### src/prf_pkg.sv
`default_nettype none
package prf_pkg;
  // ----------------------------------------------------------------
  // frame layout
  // ----------------------------------------------------------------
  localparam int FRAME_BYTES = 14;
  localparam int HDR_BYTES = 13;
  localparam logic [1:0] ALIGN_BITS = 2'h0;
  localparam logic [1:0] HT_PROMOTION = 2'h1;
  localparam logic [3:0] RESERVED_BITS = 4'h0;
  localparam logic [47:0] SNA_ANY = 48'hffff_ffff_ffff;
  localparam int HT_MSB = 5;
  localparam int HT_LSB = 4;
  localparam int ALIGN_MSB = 7;
  localparam int ALIGN_LSB = 6;
  localparam int RSV_MSB = 3;
  localparam int RSV_LSB = 0;
  // ----------------------------------------------------------------
  // check byte
  // ----------------------------------------------------------------
  localparam logic [7:0] HCS_POLY = 8'h07;
  localparam logic [7:0] HCS_INIT = 8'h00;
  // ----------------------------------------------------------------
  // timing
  // ----------------------------------------------------------------
  localparam int GAP_MIN_CYC = 256;
  localparam int LFSR_W = 16;
  localparam logic [15:0] LFSR_SEED = 16'hace1;
  localparam logic [15:0] LFSR_TAPS = 16'hb400;
  localparam logic [1:0] SCHEME_ROBUST = 2'h0;

  typedef struct packed {
    logic [7:0] data;
    logic valid;
    logic last;
  } prf_byte_t;

  typedef struct packed {
    logic [47:0] subnet;
    logic [47:0] requester;
    logic good;
  } prf_rx_info_t;
endpackage
`default_nettype wire

### src/prf_framer.sv
`default_nettype none
// Summary of operation
// - broadcast frames while disconnected and no switch node is reachable
// - space frames by pseudo random gaps, not a fixed period
// - first two alignment bits are zero
// - header type field is 1; receiver classifies frames by it
// - four reserved bits after the header type are zero
// - subnet field holds target base id; all ones means any subnet
// - address bytes go out from byte 0 (msb) to byte 5 (lsb)
// - requester field carries this station's own identifier
// - check byte covers the first 13 bytes, placed last
// - check is remainder of M(x)*x^8 by x^8+x^2+x+1, zero preset
// - header bits enter the check msb first
// - frames go to the phy with the most robust scheme
module prf_framer
  import prf_pkg::*;
#(
  parameter int GAP_MIN = GAP_MIN_CYC
) (
  // clock and reset
  input wire logic mclk_i,
  input wire logic rst_i,
  // mac side control
  input wire logic disconnected_i,
  input wire logic switch_seen_i,
  input wire logic [47:0] station_id_i,
  input wire logic [47:0] target_subnet_i,
  // phy transmit
  input wire logic tx_ready_i,
  output prf_pkg::prf_byte_t tx_o,
  output logic [1:0] tx_scheme_o,
  // phy receive
  input wire prf_pkg::prf_byte_t rx_i,
  // mac side receive report and transmit busy status
  output logic rx_done_o,
  output prf_pkg::prf_rx_info_t rx_info_o,
  output logic tx_busy_o
);
  import prf_pkg::*;

  typedef enum logic [1:0] {
    PRF_IDLE = 2'b00,
    PRF_SEND = 2'b01,
    PRF_WAIT = 2'b11
  } prf_state_t;

  prf_state_t state_r;
  prf_state_t state_nxt;
  logic [3:0] idx_r;
  logic [95:0] addr_r;
  prf_byte_t tx_r;
  logic busy_r;
  logic [7:0] tx_crc;
  logic [7:0] rx_crc;
  logic [3:0] rx_idx_r;
  logic [95:0] rx_addr_r;
  logic rx_bad_r;
  logic rx_done_r;
  prf_rx_info_t rx_info_r;
  logic [1:0] scheme_r;
  logic [3:0] idx_nxt;
  logic [95:0] addr_nxt;
  prf_byte_t tx_load;
  prf_byte_t tx_nxt;
  logic [3:0] rx_idx_nxt;
  logic [95:0] rx_addr_nxt;
  logic rx_bad_nxt;
  prf_rx_info_t rx_info_nxt;

  // ----------------------------------------------------------------
  // transmit byte selection
  // ----------------------------------------------------------------
  wire need_promo = disconnected_i && !switch_seen_i;
  wire gap_done;
  wire tx_take = !tx_r.valid || tx_ready_i;
  wire in_send = (state_r == PRF_SEND);
  wire load_byte = in_send && tx_take;
  wire [7:0] head_byte = {ALIGN_BITS, HT_PROMOTION, RESERVED_BITS};
  wire is_head = (idx_r == 4'h0);
  wire is_hcs = (idx_r == 4'(HDR_BYTES));
  wire [7:0] addr_byte = addr_r[95:88];
  wire [7:0] cur_byte = is_head ? head_byte :
                        (is_hcs ? tx_crc : addr_byte);
  wire hcs_step = load_byte && !is_hcs;
  wire last_taken = tx_r.valid && tx_r.last && tx_ready_i;

  prf_hcs u_tx_hcs (
    .mclk_i(mclk_i),
    .rst_i(rst_i),
    .clear_i(state_r == PRF_IDLE),
    .step_i(hcs_step),
    .byte_i(cur_byte),
    .crc_o(tx_crc)
  );

  prf_gap #(
    .GAP_MIN(GAP_MIN)
  ) u_gap (
    .mclk_i(mclk_i),
    .rst_i(rst_i),
    .start_i(last_taken),
    .expired_o(gap_done)
  );

  // ----------------------------------------------------------------
  // transmit state machine
  // ----------------------------------------------------------------
  always_comb begin
    state_nxt = state_r;
    case (state_r)
      PRF_IDLE: begin
        if (need_promo) begin
          state_nxt = PRF_SEND;
        end
      end
      PRF_SEND: begin
        if (load_byte && is_hcs) begin
          state_nxt = PRF_WAIT;
        end
      end
      PRF_WAIT: begin
        if (gap_done && !tx_r.valid) begin
          state_nxt = PRF_IDLE;
        end
      end
      default: state_nxt = PRF_IDLE;
    endcase
  end

  // ----------------------------------------------------------------
  // transmit next values
  // ----------------------------------------------------------------
  wire idx_clear = (state_r == PRF_IDLE);
  wire addr_shift = load_byte && !is_head;
  assign idx_nxt = idx_clear ? 4'h0 : (load_byte ? idx_r + 4'h1 : idx_r);
  assign addr_nxt = idx_clear ? {target_subnet_i, station_id_i} :
                    (addr_shift ? {addr_r[87:0], 8'h00} : addr_r);
  assign tx_load = '{data: cur_byte, valid: 1'b1, last: is_hcs};
  assign tx_nxt = load_byte ? tx_load : (tx_ready_i ? '0 : tx_r);

  // ----------------------------------------------------------------
  // state register
  // ----------------------------------------------------------------
  always_ff @(posedge mclk_i) begin
    if (rst_i) begin
      state_r <= PRF_IDLE;
    end else begin
      state_r <= state_nxt;
    end
  end

  // ----------------------------------------------------------------
  // byte index
  // ----------------------------------------------------------------
  always_ff @(posedge mclk_i) begin
    if (rst_i) begin
      idx_r <= 4'h0;
    end else begin
      idx_r <= idx_nxt;
    end
  end

  // ----------------------------------------------------------------
  // address shift register
  // ----------------------------------------------------------------
  always_ff @(posedge mclk_i) begin
    if (rst_i) begin
      addr_r <= '0;
    end else begin
      addr_r <= addr_nxt;
    end
  end

  // ----------------------------------------------------------------
  // output byte
  // ----------------------------------------------------------------
  always_ff @(posedge mclk_i) begin
    if (rst_i) begin
      tx_r <= '0;
    end else begin
      tx_r <= tx_nxt;
    end
  end

  // ----------------------------------------------------------------
  // busy status
  // ----------------------------------------------------------------
  always_ff @(posedge mclk_i) begin
    if (rst_i) begin
      busy_r <= 1'b0;
    end else begin
      busy_r <= (state_nxt != PRF_IDLE);
    end
  end

  // ----------------------------------------------------------------
  // modulation scheme
  // ----------------------------------------------------------------
  always_ff @(posedge mclk_i) begin
    if (rst_i) begin
      scheme_r <= SCHEME_ROBUST;
    end else begin
      scheme_r <= SCHEME_ROBUST;
    end
  end

  // ----------------------------------------------------------------
  // receive check
  // ----------------------------------------------------------------
  wire rx_head = (rx_idx_r == 4'h0);
  wire rx_hcs = (rx_idx_r == 4'(HDR_BYTES));
  wire rx_step = rx_i.valid && !rx_hcs;
  wire [1:0] rx_ht = rx_i.data[HT_MSB:HT_LSB];
  wire rx_head_bad = (rx_ht != HT_PROMOTION);
  wire rx_end = rx_i.valid && (rx_hcs || rx_i.last);
  wire rx_ok = rx_hcs && !rx_bad_r && (rx_i.data == rx_crc);

  prf_hcs u_rx_hcs (
    .mclk_i(mclk_i),
    .rst_i(rst_i),
    .clear_i(rx_end),
    .step_i(rx_step),
    .byte_i(rx_i.data),
    .crc_o(rx_crc)
  );

  // ----------------------------------------------------------------
  // receive next values
  // ----------------------------------------------------------------
  wire rx_shift = !rx_end && !rx_head;
  assign rx_idx_nxt = rx_end ? 4'h0 : rx_idx_r + 4'h1;
  assign rx_bad_nxt = rx_end ? 1'b0 :
                      (rx_head ? rx_head_bad : rx_bad_r);
  assign rx_addr_nxt = rx_shift ? {rx_addr_r[87:0], rx_i.data} :
                       rx_addr_r;
  assign rx_info_nxt = '{subnet: rx_addr_r[95:48],
                         requester: rx_addr_r[47:0],
                         good: rx_ok};

  // ----------------------------------------------------------------
  // receive byte index
  // ----------------------------------------------------------------
  always_ff @(posedge mclk_i) begin
    if (rst_i) begin
      rx_idx_r <= 4'h0;
    end else if (rx_i.valid) begin
      rx_idx_r <= rx_idx_nxt;
    end
  end

  // ----------------------------------------------------------------
  // receive header flag
  // ----------------------------------------------------------------
  always_ff @(posedge mclk_i) begin
    if (rst_i) begin
      rx_bad_r <= 1'b0;
    end else if (rx_i.valid) begin
      rx_bad_r <= rx_bad_nxt;
    end
  end

  // ----------------------------------------------------------------
  // receive address shift register
  // ----------------------------------------------------------------
  always_ff @(posedge mclk_i) begin
    if (rst_i) begin
      rx_addr_r <= '0;
    end else if (rx_i.valid) begin
      rx_addr_r <= rx_addr_nxt;
    end
  end

  // ----------------------------------------------------------------
  // receive done pulse
  // ----------------------------------------------------------------
  always_ff @(posedge mclk_i) begin
    if (rst_i) begin
      rx_done_r <= 1'b0;
    end else begin
      rx_done_r <= rx_end;
    end
  end

  // ----------------------------------------------------------------
  // receive report
  // ----------------------------------------------------------------
  always_ff @(posedge mclk_i) begin
    if (rst_i) begin
      rx_info_r <= '0;
    end else if (rx_end) begin
      rx_info_r <= rx_info_nxt;
    end
  end

  // ----------------------------------------------------------------
  // output ports
  // ----------------------------------------------------------------
  assign tx_o = tx_r;
  assign tx_scheme_o = scheme_r;
  assign tx_busy_o = busy_r;
  assign rx_done_o = rx_done_r;
  assign rx_info_o = rx_info_r;
endmodule
`default_nettype wire

### src/prf_hcs.sv
`default_nettype none
module prf_hcs
  import prf_pkg::*;
(
  // control
  input wire logic mclk_i,
  input wire logic rst_i,
  input wire logic clear_i,
  input wire logic step_i,
  input wire logic [7:0] byte_i,
  // result
  output logic [7:0] crc_o
);
  import prf_pkg::*;
  logic [7:0] crc_r;
  logic [7:0] crc_nxt;

  // ----------------------------------------------------------------
  // bytewise division, msb first
  // ----------------------------------------------------------------
  always_comb begin
    logic [7:0] c;
    c = crc_r ^ byte_i;
    for (int i = 0; i < 8; i++) begin
      c = c[7] ? ((c << 1) ^ HCS_POLY) : (c << 1);
    end
    crc_nxt = c;
  end

  always_ff @(posedge mclk_i) begin
    if (rst_i || clear_i) begin
      crc_r <= HCS_INIT;
    end else if (step_i) begin
      crc_r <= crc_nxt;
    end
  end

  assign crc_o = crc_r;
endmodule
`default_nettype wire

### src/prf_gap.sv
`default_nettype none
module prf_gap
  import prf_pkg::*;
#(
  parameter int GAP_MIN = GAP_MIN_CYC
) (
  // control
  input wire logic mclk_i,
  input wire logic rst_i,
  input wire logic start_i,
  // status
  output logic expired_o
);
  import prf_pkg::*;
  logic [LFSR_W-1:0] lfsr_r;
  logic [LFSR_W:0] cnt_r;
  wire fb = ^(lfsr_r & LFSR_TAPS);

  // ----------------------------------------------------------------
  // pseudo random wait between frames
  // ----------------------------------------------------------------
  always_ff @(posedge mclk_i) begin
    if (rst_i) begin
      lfsr_r <= LFSR_SEED;
      cnt_r <= '0;
    end else begin
      lfsr_r <= {lfsr_r[LFSR_W-2:0], fb};
      if (start_i) begin
        cnt_r <= (LFSR_W+1)'(GAP_MIN) + {1'b0, 4'h0, lfsr_r[11:0]};
      end else if (cnt_r != '0) begin
        cnt_r <= cnt_r - 1'b1;
      end
    end
  end

  assign expired_o = (cnt_r == '0);
endmodule
`default_nettype wire

### config.mk
export PLATFORM = sky130hd
export DESIGN_NAME = prf_framer
export DESIGN_NICKNAME = d
export VERILOG_FILES = /design/src/prf_pkg.sv /design/src/prf_framer.sv /design/src/prf_hcs.sv /design/src/prf_gap.sv
export SDC_FILE = /design/constraint.sdc
export NUM_CORES = 1
export LEC_CHECK = 0
export BUFFER_PORTS_ARGS = -buffer_cell sky130_fd_sc_hd__buf_2
export CAP_MARGIN = 20
export CORE_MARGIN = 2
export CORE_UTILIZATION = 61
export CTS_CLUSTER_SIZE = 40
export DETAILED_ROUTE_END_ITERATION = 8
export PLACE_DENSITY = 0.82
export SYNTH_ARGS = -nofsm -noshare
export SYNTH_HDL_FRONTEND = slang
export SYNTH_SLANG_ARGS = --single-unit
### constraint.sdc
create_clock -name mclk_i -period 5.5 [get_ports mclk_i]
set_input_delay 0.825 -clock mclk_i [delete_from_list [all_inputs] [get_ports mclk_i]]
set_output_delay 0.825 -clock mclk_i [all_outputs]
set_load 0.005 [all_outputs]
==> results of run 1 <==
-- power groups by stage --
stage          logic, mW  registers (mW)  clock network [mW]
3_3_place_gp       0.753            2.91                   0
2_1_floorplan      0.623            2.88                   0
3_5_place_dp       0.786            2.91                   0
4_1_cts            0.793            2.86                2.56
6_report           0.797            2.86                2.53
5_1_grt            0.895            2.88                2.67
-- path summary, 6_finish.rpt --
check / slack (ns) / end / start / cells after the start
hold / removal: 0.42 / u_gap.lfsr_r[15]$_SDFF_PP1_ / u_gap.lfsr_r[14]$_SDFF_PP0_ / 1
setup / recovery: 2.28 / addr_r[49]$_SDFFE_PP0P_ / idx_r[0]$_SDFFE_PP0P_ / 7
hold reg to reg: 0.42 / u_gap.lfsr_r[15]$_SDFF_PP1_ / u_gap.lfsr_r[14]$_SDFF_PP0_ / 1
setup reg to reg: 2.28 / addr_r[49]$_SDFFE_PP0P_ / idx_r[0]$_SDFFE_PP0P_ / 7
-- area by class of cell --
type	count	area share (%)
well taps	319	2.397
flip-flops and latches	361	43.39
diodes	3	0.04508
multi-input cells	1293	39.44
inverters	9	0.2028
repair buffers	229	7.092
clock buffers	49	6.506
clock inverters	14	0.9241
-- worst reg2reg max path: stages, from the launching register on --
cell and delay (ns):
dfxtp_1 0.43, inv_1 0.07, ha_1 0.22, or3b_4 0.29
buf_4 0.74, nand2_4 0.85, nand2_1 0.35, a311oi_1 0.11
-- per-layer routing --
metal	vias to the layer above	GRT usage, %
met4	0	10.39
met3	76	3.937
met1	6091	38.19
met2	415	44.29
li1	6358	-
met5	-	0
-- placed cells by master (no fill, tap or decap), types with 28 or more instances in the layout --
master	count
xnor2_1	28
nand2_1	520
nand3_1	108
buf_2	218
nor2_1	140
a21oi_1	244
dfxtp_1	361
clkbuf_16	39
xor2_1	31
a311oi_1	89
-- state kept, by name, indices dropped and copies added, names as in the netlist, 4 cells and up --
name and flops:
rx_addr_r 96, rx_info_o 97, u_gap.lfsr_r 16, rx_idx_r 4
idx_r 4, u_gap.cnt_r 17, tx_o 10, addr_r 96
u_tx_hcs.crc_o 8, u_rx_hcs.crc_o 8
-- logic make-up after synthesis --
kind of cell / share of synthesized area (%)
fa+ha+maj: 1.046
flops: 50.33
simple gates: 24.40
compound gates: 15.99
other cells: 0.02612
mux: 0.2091
buf+inv: 4.235
xor+xnor: 3.764
-- through the flow --
step           utilization (%)  total power, mW  hold slack [ns]  setup slack [ns]  cells
2_1_floorplan                -            3.507           0.3895             3.016   1811
3_3_place_gp             66.24            3.660           0.3954             2.437   2211
3_5_place_dp             66.24            3.697           0.4007             2.321   2211
4_1_cts                  71.56            6.209           0.4184             2.311   2274
5_1_grt                  71.60            6.445           0.4431             1.990   2277
6_report                 71.60            6.188           0.4165             2.281   2277
-- synth_stat cells (all sizes together), types with 2 or more instances --
cell type  number  share of area (%)
and2            2              0.087
nand2b          7               0.30
o21ai          13               0.45
nand4b          3               0.18
xor2           31                1.9
clkbuf        126                3.3
a21oi         245                8.6
nor3b           3               0.16
nand2         523                 14
a311oi         91                5.7
mux2i           3               0.21
nor2          140                3.7
xnor2          28                1.7
a22oi           3               0.16
or3             5               0.22
a21boi          3               0.16
or2             9               0.39
dfxtp         361                 50
a2bb2oi         2               0.12
nand3         108                3.8
ha             12                1.0
nor4            7               0.35
nand4           9               0.39
a211oi          7               0.37
nor2b          12               0.52
buf            22               0.71
o31ai           2               0.14
nor3            7               0.24
and3            5               0.22
inv             9               0.24
==> run metrics, run 1 <==
final slew viol count=0; Num CTS Buffers=37; DRT iter0 DRCs=1,097; CTS max path bufs=3; slowest CP cell=nand2_4; crit path launch type=flop; routability cong.=0.8540; Max Clock Skew=0.01833 ns; via count=12,940; Ports=222; Seq/Total Area, Yosys=50.33%; final worst-path cycle share=58.52%; Final setup violation count=0; clock sinks=361; asr flop ratio synth=0%; CP Max Fanout=103; Comb pwr share=12.9%; Synth Flop Type=dfxtp_1; CP Cell Sequence=inv_1 > ha_1 > or3b_4 > buf_4 > nand2_4 > nand2_1 > a311oi_1; Reg area=0.007227 mm²; PD cells=371.6 mW/mm²; Arr. time, crit path=3.56 ns; die height=157.4 µm; insertion delay to the later sink of the worst-skew pair=0.51 ns; CTS resizes=0; Met1 Routed Length=15,570 µm; WL per Instance=15.49 µm; HPWL Detailed=22,210 µm; P_sw=1.592 mW; number of flops mapped to enable cells by yosys=0; DR pass1 iterations=5; CP Class=reg2reg; Placed Area=0.01541 mm²; Final ANT Viol Nets=0; via density per instance=5.683; Final Hold Violating Endpoints=0; GRT overflow=0; synthesized area=0.01436 mm²; Port Buffers=219; Int Power=4.596 mW; CTS tree=built; first-pass GRT wire length=56,800 µm; layout cell share with drive strength beyond 1=15.91%; status=finished clean; final net count=2,054; # Max-Cap Violations=0; RSZ-0062 raised after global routing=no; Horiz. Die Dim=157.4 µm; Multi-input gate area=0.006569 mm²; area grow syn2layout=15.99%; Post-Synthesis Cells=1,810; DIE AREA=0.02478 mm²; detailed-routed wire length on met2=16,600 µm; Max-slew headroom=27.70%; GRT Overall Usage=27.70%; fillcell total=1,854; Clock Power Share=40.9%; post-CTS setup buffers=0; Pleak=6.280 nW; CTS clk-pin slew, worst paths=0.06 ns; core box area=0.02326 mm²; Hold Path Class=reg2reg; initial antenna violation count=3; Worst VDD drop=0.2609 mV; drt drc=0; drt total wl=35,270 µm; Yosys reg bits=361; switching part of the total power=25.72%; critical path's top delay family=simple AND/OR/NAND/NOR gates; Tmin final=3.219 ns; Yosys cell types=52; row cnt=56; Root Buffer=clkbuf_16; Synth Warn #=0; pin count of the biggest net entering global routing=182; Sum Neg Setup Slack=0 ns; metal3 WL=2045 µm; Data required, critical path=5.84 ns; WP buf/inv=2; Critical Path Max Stage Delay=0.78 ns; Achievable Freq=310.7 MHz; vias in the first global route=11,690; post-route cell area=0.01665 mm²; kind of end point of the critical path=flop; DR top layer=met4; H-Tree Depth=2; Slew @ Worst Pin=1.084 ns; Sequential Power Share=46.2%; CTS Hold Buffers Added=0; Mean Syn Cell Area=7.933 µm²; Initial Utilization=61.73%
(Power assumes the default switching activity.)
==> inputs of run 2 (changes only) <==
- CORE_UTILIZATION: 61 -> 51
- PLACE_DENSITY: 0.82 -> 0.73
- clock period: 5.5 -> 2.7 ns (I/O delays scaled with it)
==> run metrics, run 2 (synthesis results as in run 1) <==
Port Buffers=219 (unchanged); Setup WS pre-CTS=0.1250 ns (-2.196 ns); Max Clock Skew=0.01754 ns (-0.0007919 ns); final worst-path cycle share=94.22% (+36 points); Final ANT Viol Nets=0 (unchanged); fillcell total=2,573 (+39%); CP Cell Sequence=inv_1 > ha_1 > or3b_4 > buf_4 > a21oi_2 > a311oi_4 > xnor3_2 > or2_0 > a31oi_1 > nor4_2; Achievable Freq=393.1 MHz (+27%); Final Hold Violating Endpoints=0 (unchanged); Critical Path Start=idx_r[0]$_SDFFE_PP0P_; met1 Use GR=32.88% (-5.3 points); DIE AREA=0.02951 mm² (+19%); drt drc=0 (unchanged); area grow syn2layout=18.10%; first-pass GRT wire length=58,160 µm (+2.4%); via count=12,880 (-0.47%); via density per instance=5.464 (-3.8%); leading cell types in the layout, fill and taps excluded=nand2_1, dfxtp_1, a21oi_1, buf_2, nor2_1; Top Usage Layer GRT=met2; Comb pwr share=13.4% (+0.5 points); final net count=2,074 (+0.97%); Worst R2R Start=idx_r[0]$_SDFFE_PP0P_; row cnt=61 (+8.9%); clock sinks=361 (unchanged); Sequential Power Share=46.9% (+0.7 points); initial antenna violation count=3 (unchanged); vias in the first global route=11,740 (+0.41%); Final setup violation count=0 (unchanged); Worst VDD drop=0.4055 mV (+55%); Critical Path Max Stage Delay=0.45 ns (-0.33 ns); P_sw=3.224 mW (+100%); layout cell share with drive strength beyond 1=16.35% (+0.44 points); drt total wl=36,040 µm (+2.2%); die height=171.8 µm (+9.1%); WP buf/inv=2 (unchanged); Sum Neg Setup Slack=0 ns (unchanged); Initial Utilization=51.68% (-10 points); Arr. time, crit path=2.92 ns (-0.64 ns); hold path endpoint=addr_r[0]$_SDFFE_PP0P_; # Max-Cap Violations=0 (unchanged); crit path launch type=flop; max reg flops=97 (unchanged); HPWL Detailed=23,100 µm (+4.0%); final slew viol count=0 (unchanged); Tmin final=2.544 ns (-0.6748 ns); CTS tree=built; pin count of the biggest net entering global routing=110 (-40%); commonest non-fill, non-tap cell in the layout=nand2_1; status=finished clean; Hold Path Class=in2reg; Reg2Reg Depth=10 (+3); GRT Overall Usage=23.81% (-3.9 points); DRT iter0 DRCs=1,083 (-1.3%); kind of end point of the critical path=flop; GRT overflow=0 (unchanged); Slew @ Worst Pin=1.002 ns (-0.08230 ns); switching part of the total power=25.95% (+0.23 points); met2 Use GR=37.86% (-6.4 points); hold path cells=3 (+2); worst reg-to-reg setup slack=0.16 ns (-2.13 ns); critical path's top delay family=simple AND/OR/NAND/NOR gates; insertion delay to the later sink of the worst-skew pair=0.51 ns (about the same); DR pass1 iterations=5 (unchanged); Crit. path cell count=10 (+3); Num CTS Buffers=38 (+2.7%); Int Power=9.198 mW (+100%); worst setup margin=0.1560 ns (-2.125 ns); PD cells=732.5 mW/mm² (+97%); CTS max path bufs=3 (unchanged); CTS Hold Buffers Added=0 (unchanged); slowest CP cell=xnor3_2; routability cong.=0.8660 (+1.4%); Pleak=6.398 nW (+1.9%); core box area=0.02778 mm² (+19%); Horiz. Die Dim=171.8 µm (+9.1%); Max-slew headroom=33.19% (+5.5 points); GR Util met3=4.211% (+0.27 points); Clock Power Share=39.8% (-1.1 points); H-Tree Depth=2 (unchanged); CP Class=reg2reg; Root Buffer=clkbuf_16; Data required, critical path=3.08 ns (-2.76 ns); HP Start=station_id_i[0]; RSZ-0062 raised after global routing=no; FF-to-FF End=u_tx_hcs.crc_o[3]$_SDFFE_PP0P_; CP Max Fanout=8 (-92%); WL per Instance=15.29 µm (-1.3%); CTS clk-pin slew, worst paths=0.06 ns (about the same); Ports=222 (unchanged)
==> run 2: area by class of cell <==
class                      instances  area [µm²]  area share (%)
timing repair buffer             248        1461           8.618
multi-input combinational       1293        6585           38.83
tap                              378       473.0           2.789
antenna                            3       7.507         0.04427
clock buffer                      57        1094           6.449
inverter                           9       33.78          0.1992
clock inverter                     8       76.32          0.4501
sequential                       361        7227           42.62
==> run 2: worst max-delay path by stage <==
| stage | to | slack (ns) |
|---|---|---|
| final | u_tx_hcs.crc_o[3]$_SDFFE_PP0P_ | 0.16 |
| after CTS | u_tx_hcs.crc_o[3]$_SDFFE_PP0P_ | 0.11 |
| after global placement | u_tx_hcs.crc_o[3]$_SDFFE_PP0P_ | 0.17 |
| after floorplan | u_tx_hcs.crc_o[3]$_SDFFE_PP0P_ | 0.31 |
| after detailed placement | u_tx_hcs.crc_o[3]$_SDFFE_PP0P_ | 0.12 |
| after global routing | u_tx_hcs.crc_o[3]$_SDFFE_PP0P_ | 0.006 |
==> run 2: metrics by stage <==
stage	power, mW	cells	util, %	instance area (µm²)	hold WS, ns
after CTS	12.51	2354	60.99	16940	0.1239
after global routing	12.99	2357	61.04	16960	0.1341
after global placement	7.536	2289	56.78	15770	0.3960
after floorplan	7.144	1811	-	14360	0.3895
final	12.42	2357	61.04	16960	0.1308
after detailed placement	7.578	2289	56.78	15770	0.3993
==> run 2: worst reg2reg max path, delay by kind of cell (launching register included) <==
kind                     cells  cell delay, ns
AND/OR/NAND/NOR              3            0.58
XOR/XNOR                     1            0.45
AO/OA/AOI/OAI                3            0.55
buffers and inverters        2            0.21
adder cells (fa/ha/maj)      1            0.22
flip-flops                   1            0.42
==> run 2: power by group through the flow <==
stage / clock network (mW) / logic (mW) / registers (mW)
floorplan: 0 / 1.27 / 5.87
global placement: 0 / 1.61 / 5.93
detailed placement: 0 / 1.65 / 5.93
CTS: 5.03 / 1.66 / 5.82
global route: 5.27 / 1.86 / 5.86
finish: 4.94 / 1.66 / 5.82
==> run 2: per-layer routing <==
| metal | vias up | wire length (µm) |
|---|---|---|
| met1 | 6080 | 16480 |
| met5 | - | 0 |
| met2 | 360 | 16730 |
| li1 | 6385 | - |
| met4 | 0 | 822 |
| met3 | 54 | 2016 |
==> run 2: repair_timing <==
action                     in CTS  in global routing
setup endpoints to repair       0                  1
buffers inserted                0                  0
resized for setup               0                  1
==> inputs of run 3 (changes only) <==
- BUFFER_PORTS_ARGS: -buffer_cell sky130_fd_sc_hd__buf_2 -> unset
- CORE_UTILIZATION: 51 -> 59
- CTS_BUF_LIST: unset -> sky130_fd_sc_hd__clkbuf_8
- DONT_BUFFER_PORTS: unset -> 1
- PLACE_DENSITY: 0.73 -> 0.75
==> run metrics, run 3 (synthesis results as in run 1) <==
Slew @ Worst Pin=0.7661 ns (-0.2360 ns); Sequential Power Share=47.7% (+0.8 points); Final Hold Violating Endpoints=28 (+28); CTS tree=built; Max Clock Skew=0.01297 ns (-0.004572 ns); via density per instance=5.679 (+3.9%); final net count=1,969 (-5.1%); row cnt=57 (-6.6%); CP Class=reg2reg; placed cells=2,006 (-12%); Tmin final=2.621 ns (+0.07685 ns); commonest non-fill, non-tap cell in the layout=nand2_1; Root Buffer=clkbuf_8; drt drc=0 (unchanged); Horiz. Die Dim=160 µm (-6.9%); final slew viol count=0 (unchanged); Ports=222 (unchanged); via count=12,550 (-2.6%); pin count of the biggest net entering global routing=341 (+210%); crit path launch type=flop; Worst VDD drop=0.5100 mV (+26%); Port Buffers=0 (-100%); # diodes=0 (-3); clock sinks=361 (unchanged); HPWL Detailed=21,340 µm (-7.6%); leading cell types in the layout, fill and taps excluded=nand2_1, dfxtp_1, a21oi_1, nor2_1, nand3_1; core box area=0.02411 mm² (-13%); DRT iter0 DRCs=1,190 (+9.9%); Arr. time, crit path=3.14 ns (+0.22 ns); drt total wl=36,300 µm (+0.70%); DR pass1 iterations=6 (+1); status=finished with violations; Data required, critical path=3.22 ns (+0.14 ns); CP Max Fanout=96 (+88); hold slack final=-0.07018 ns (-0.2010 ns); P_sw=3.209 mW (-0.48%); H-Tree Depth=2 (unchanged); kind of end point of the critical path=flop; Post-Layout Cell Count=2,209 (-6.3%); WP buf/inv=2 (unchanged); switching part of the total power=26.24% (+0.29 points); failing checks=negative hold slack; GRT Overall Usage=26.55% (+2.7 points); Initial Utilization=59.57% (+7.9 points); Achievable Freq=381.6 MHz (-2.9%); CP Cell Sequence=ha_1 > and3_1 > o21a_4 > clkbuf_8 > nand2_1 > a21oi_1 > dlygate4sd3_1; # Max-Cap Violations=0 (unchanged); Setup WS pre-CTS=0.09282 ns (-0.03214 ns); Max-slew headroom=48.74% (+16 points); Clock Power Share=38.4% (-1.4 points); final worst-path cycle share=97.07% (+2.8 points); insertion delay to the later sink of the worst-skew pair=0.59 ns (+0.08 ns); initial antenna violation count=0 (-3); die height=160 µm (-6.9%); CTS max path bufs=3 (unchanged); WL per Instance=16.43 µm (+7.5%); first-pass GRT wire length=57,460 µm (-1.2%); Pwr Total=12.23 mW (-1.6%); Pleak=6.034 nW (-5.7%); Critical Path Max Stage Delay=0.58 ns (+0.13 ns); Num CTS Buffers=56 (+47%); GRT overflow=0 (unchanged); Final setup violation count=0 (unchanged); area grow syn2layout=16.67%; critical path's top delay family=buffers and inverters; CTS clk-pin slew, worst paths=0.06 ns (about the same); Int Power=9.017 mW (-2.0%); Final ANT Viol Nets=0 (unchanged); DIE AREA=0.02560 mm² (-13%); Hold Path Class=in2reg; slowest CP cell=dlygate4sd3_1; PD cells=729.8 mW/mm² (-0.38%); vias in the first global route=11,510 (-1.9%); max reg flops=97 (unchanged); layout cell share with drive strength beyond 1=6.631% (-9.7 points); Final Util=69.50% (+8.5 points); routability cong.=0.8874 (+2.5%); worst setup margin=0.07918 ns (-0.07685 ns); worst reg-to-reg setup slack=0.08 ns (-0.08 ns); Comb pwr share=13.9% (+0.5 points)
## run 3: cell types whose count changed in the layout (fill, tap and decap cells not counted), moves of 9 or more
cell           change
clkbuf_8          +66
buf_4              -9
clkbuf_1          -13
buf_2            -218
dlygate4sd3_1    +106
clkbuf_16         -39
inv_1             +16
## run 3: metrics by stage
| stage | TNS, ns | instance area, µm² |
|---|---|---|
| CTS | 0 | 16230 |
| detailed placement | 0 | 14490 |
| finish | 0 | 16750 |
| global route | -0.4070 | 16750 |
| global placement | 0 | 14490 |
| floorplan | 0 | 14360 |
## run 3: worst paths after layout
kind,startpoint,endpoint,depth (start not counted)
worst max-delay path,rx_idx_r[0]$_SDFFE_PP0P_,rx_info_o[63]$_SDFFE_PP0P_,7
worst min-delay path,rst_i,u_gap.cnt_r[4]$_SDFFE_PP0P_,1
worst max register to register,rx_idx_r[0]$_SDFFE_PP0P_,rx_info_o[63]$_SDFFE_PP0P_,7
worst min register to register,rx_addr_r[90]$_SDFFE_PP0P_,rx_info_o[91]$_SDFFE_PP0P_,2
## run 3: final cells by class
type	instances	area (µm²)
clock buffers	70	963.4
clock inverters	27	216.5
fillers	1957	7353
inverters	9	33.78
multi-input cells	1293	6593
flip-flops and latches	361	7227
well taps	324	405.4
repair buffers	125	1314
## run 3: power groups by stage
| stage | Sequential, mW | Clock [mW] | Combinational [mW] |
|---|---|---|---|
| 2_1_floorplan | 5.87 | 0 | 1.27 |
| 3_3_place_gp | 5.93 | 0 | 1.42 |
| 3_5_place_dp | 5.93 | 0 | 1.46 |
| 4_1_cts | 5.82 | 4.78 | 1.64 |
| 5_1_grt | 5.86 | 4.99 | 1.92 |
| 6_report | 5.83 | 4.70 | 1.70 |
## run 3: layer usage
layer  part of all wire, %  track usage (%)  wire, µm  vias up
met4                   2.4            8.190       884        0
met2                    46            40.93     16650      417
met3                   7.1            6.364      2569       71
li1                      -                -         -     6190
met5                     0                0         0        -
met1                    45            37.10     16190     5867
## run 3: what timing repair did
action,4_1_cts,5_1_grt
resized for setup,0,6
hold endpoints to repair,339,200
hold buffers,56,50
setup buffers,0,0
endpoints found under the setup margin,0,9
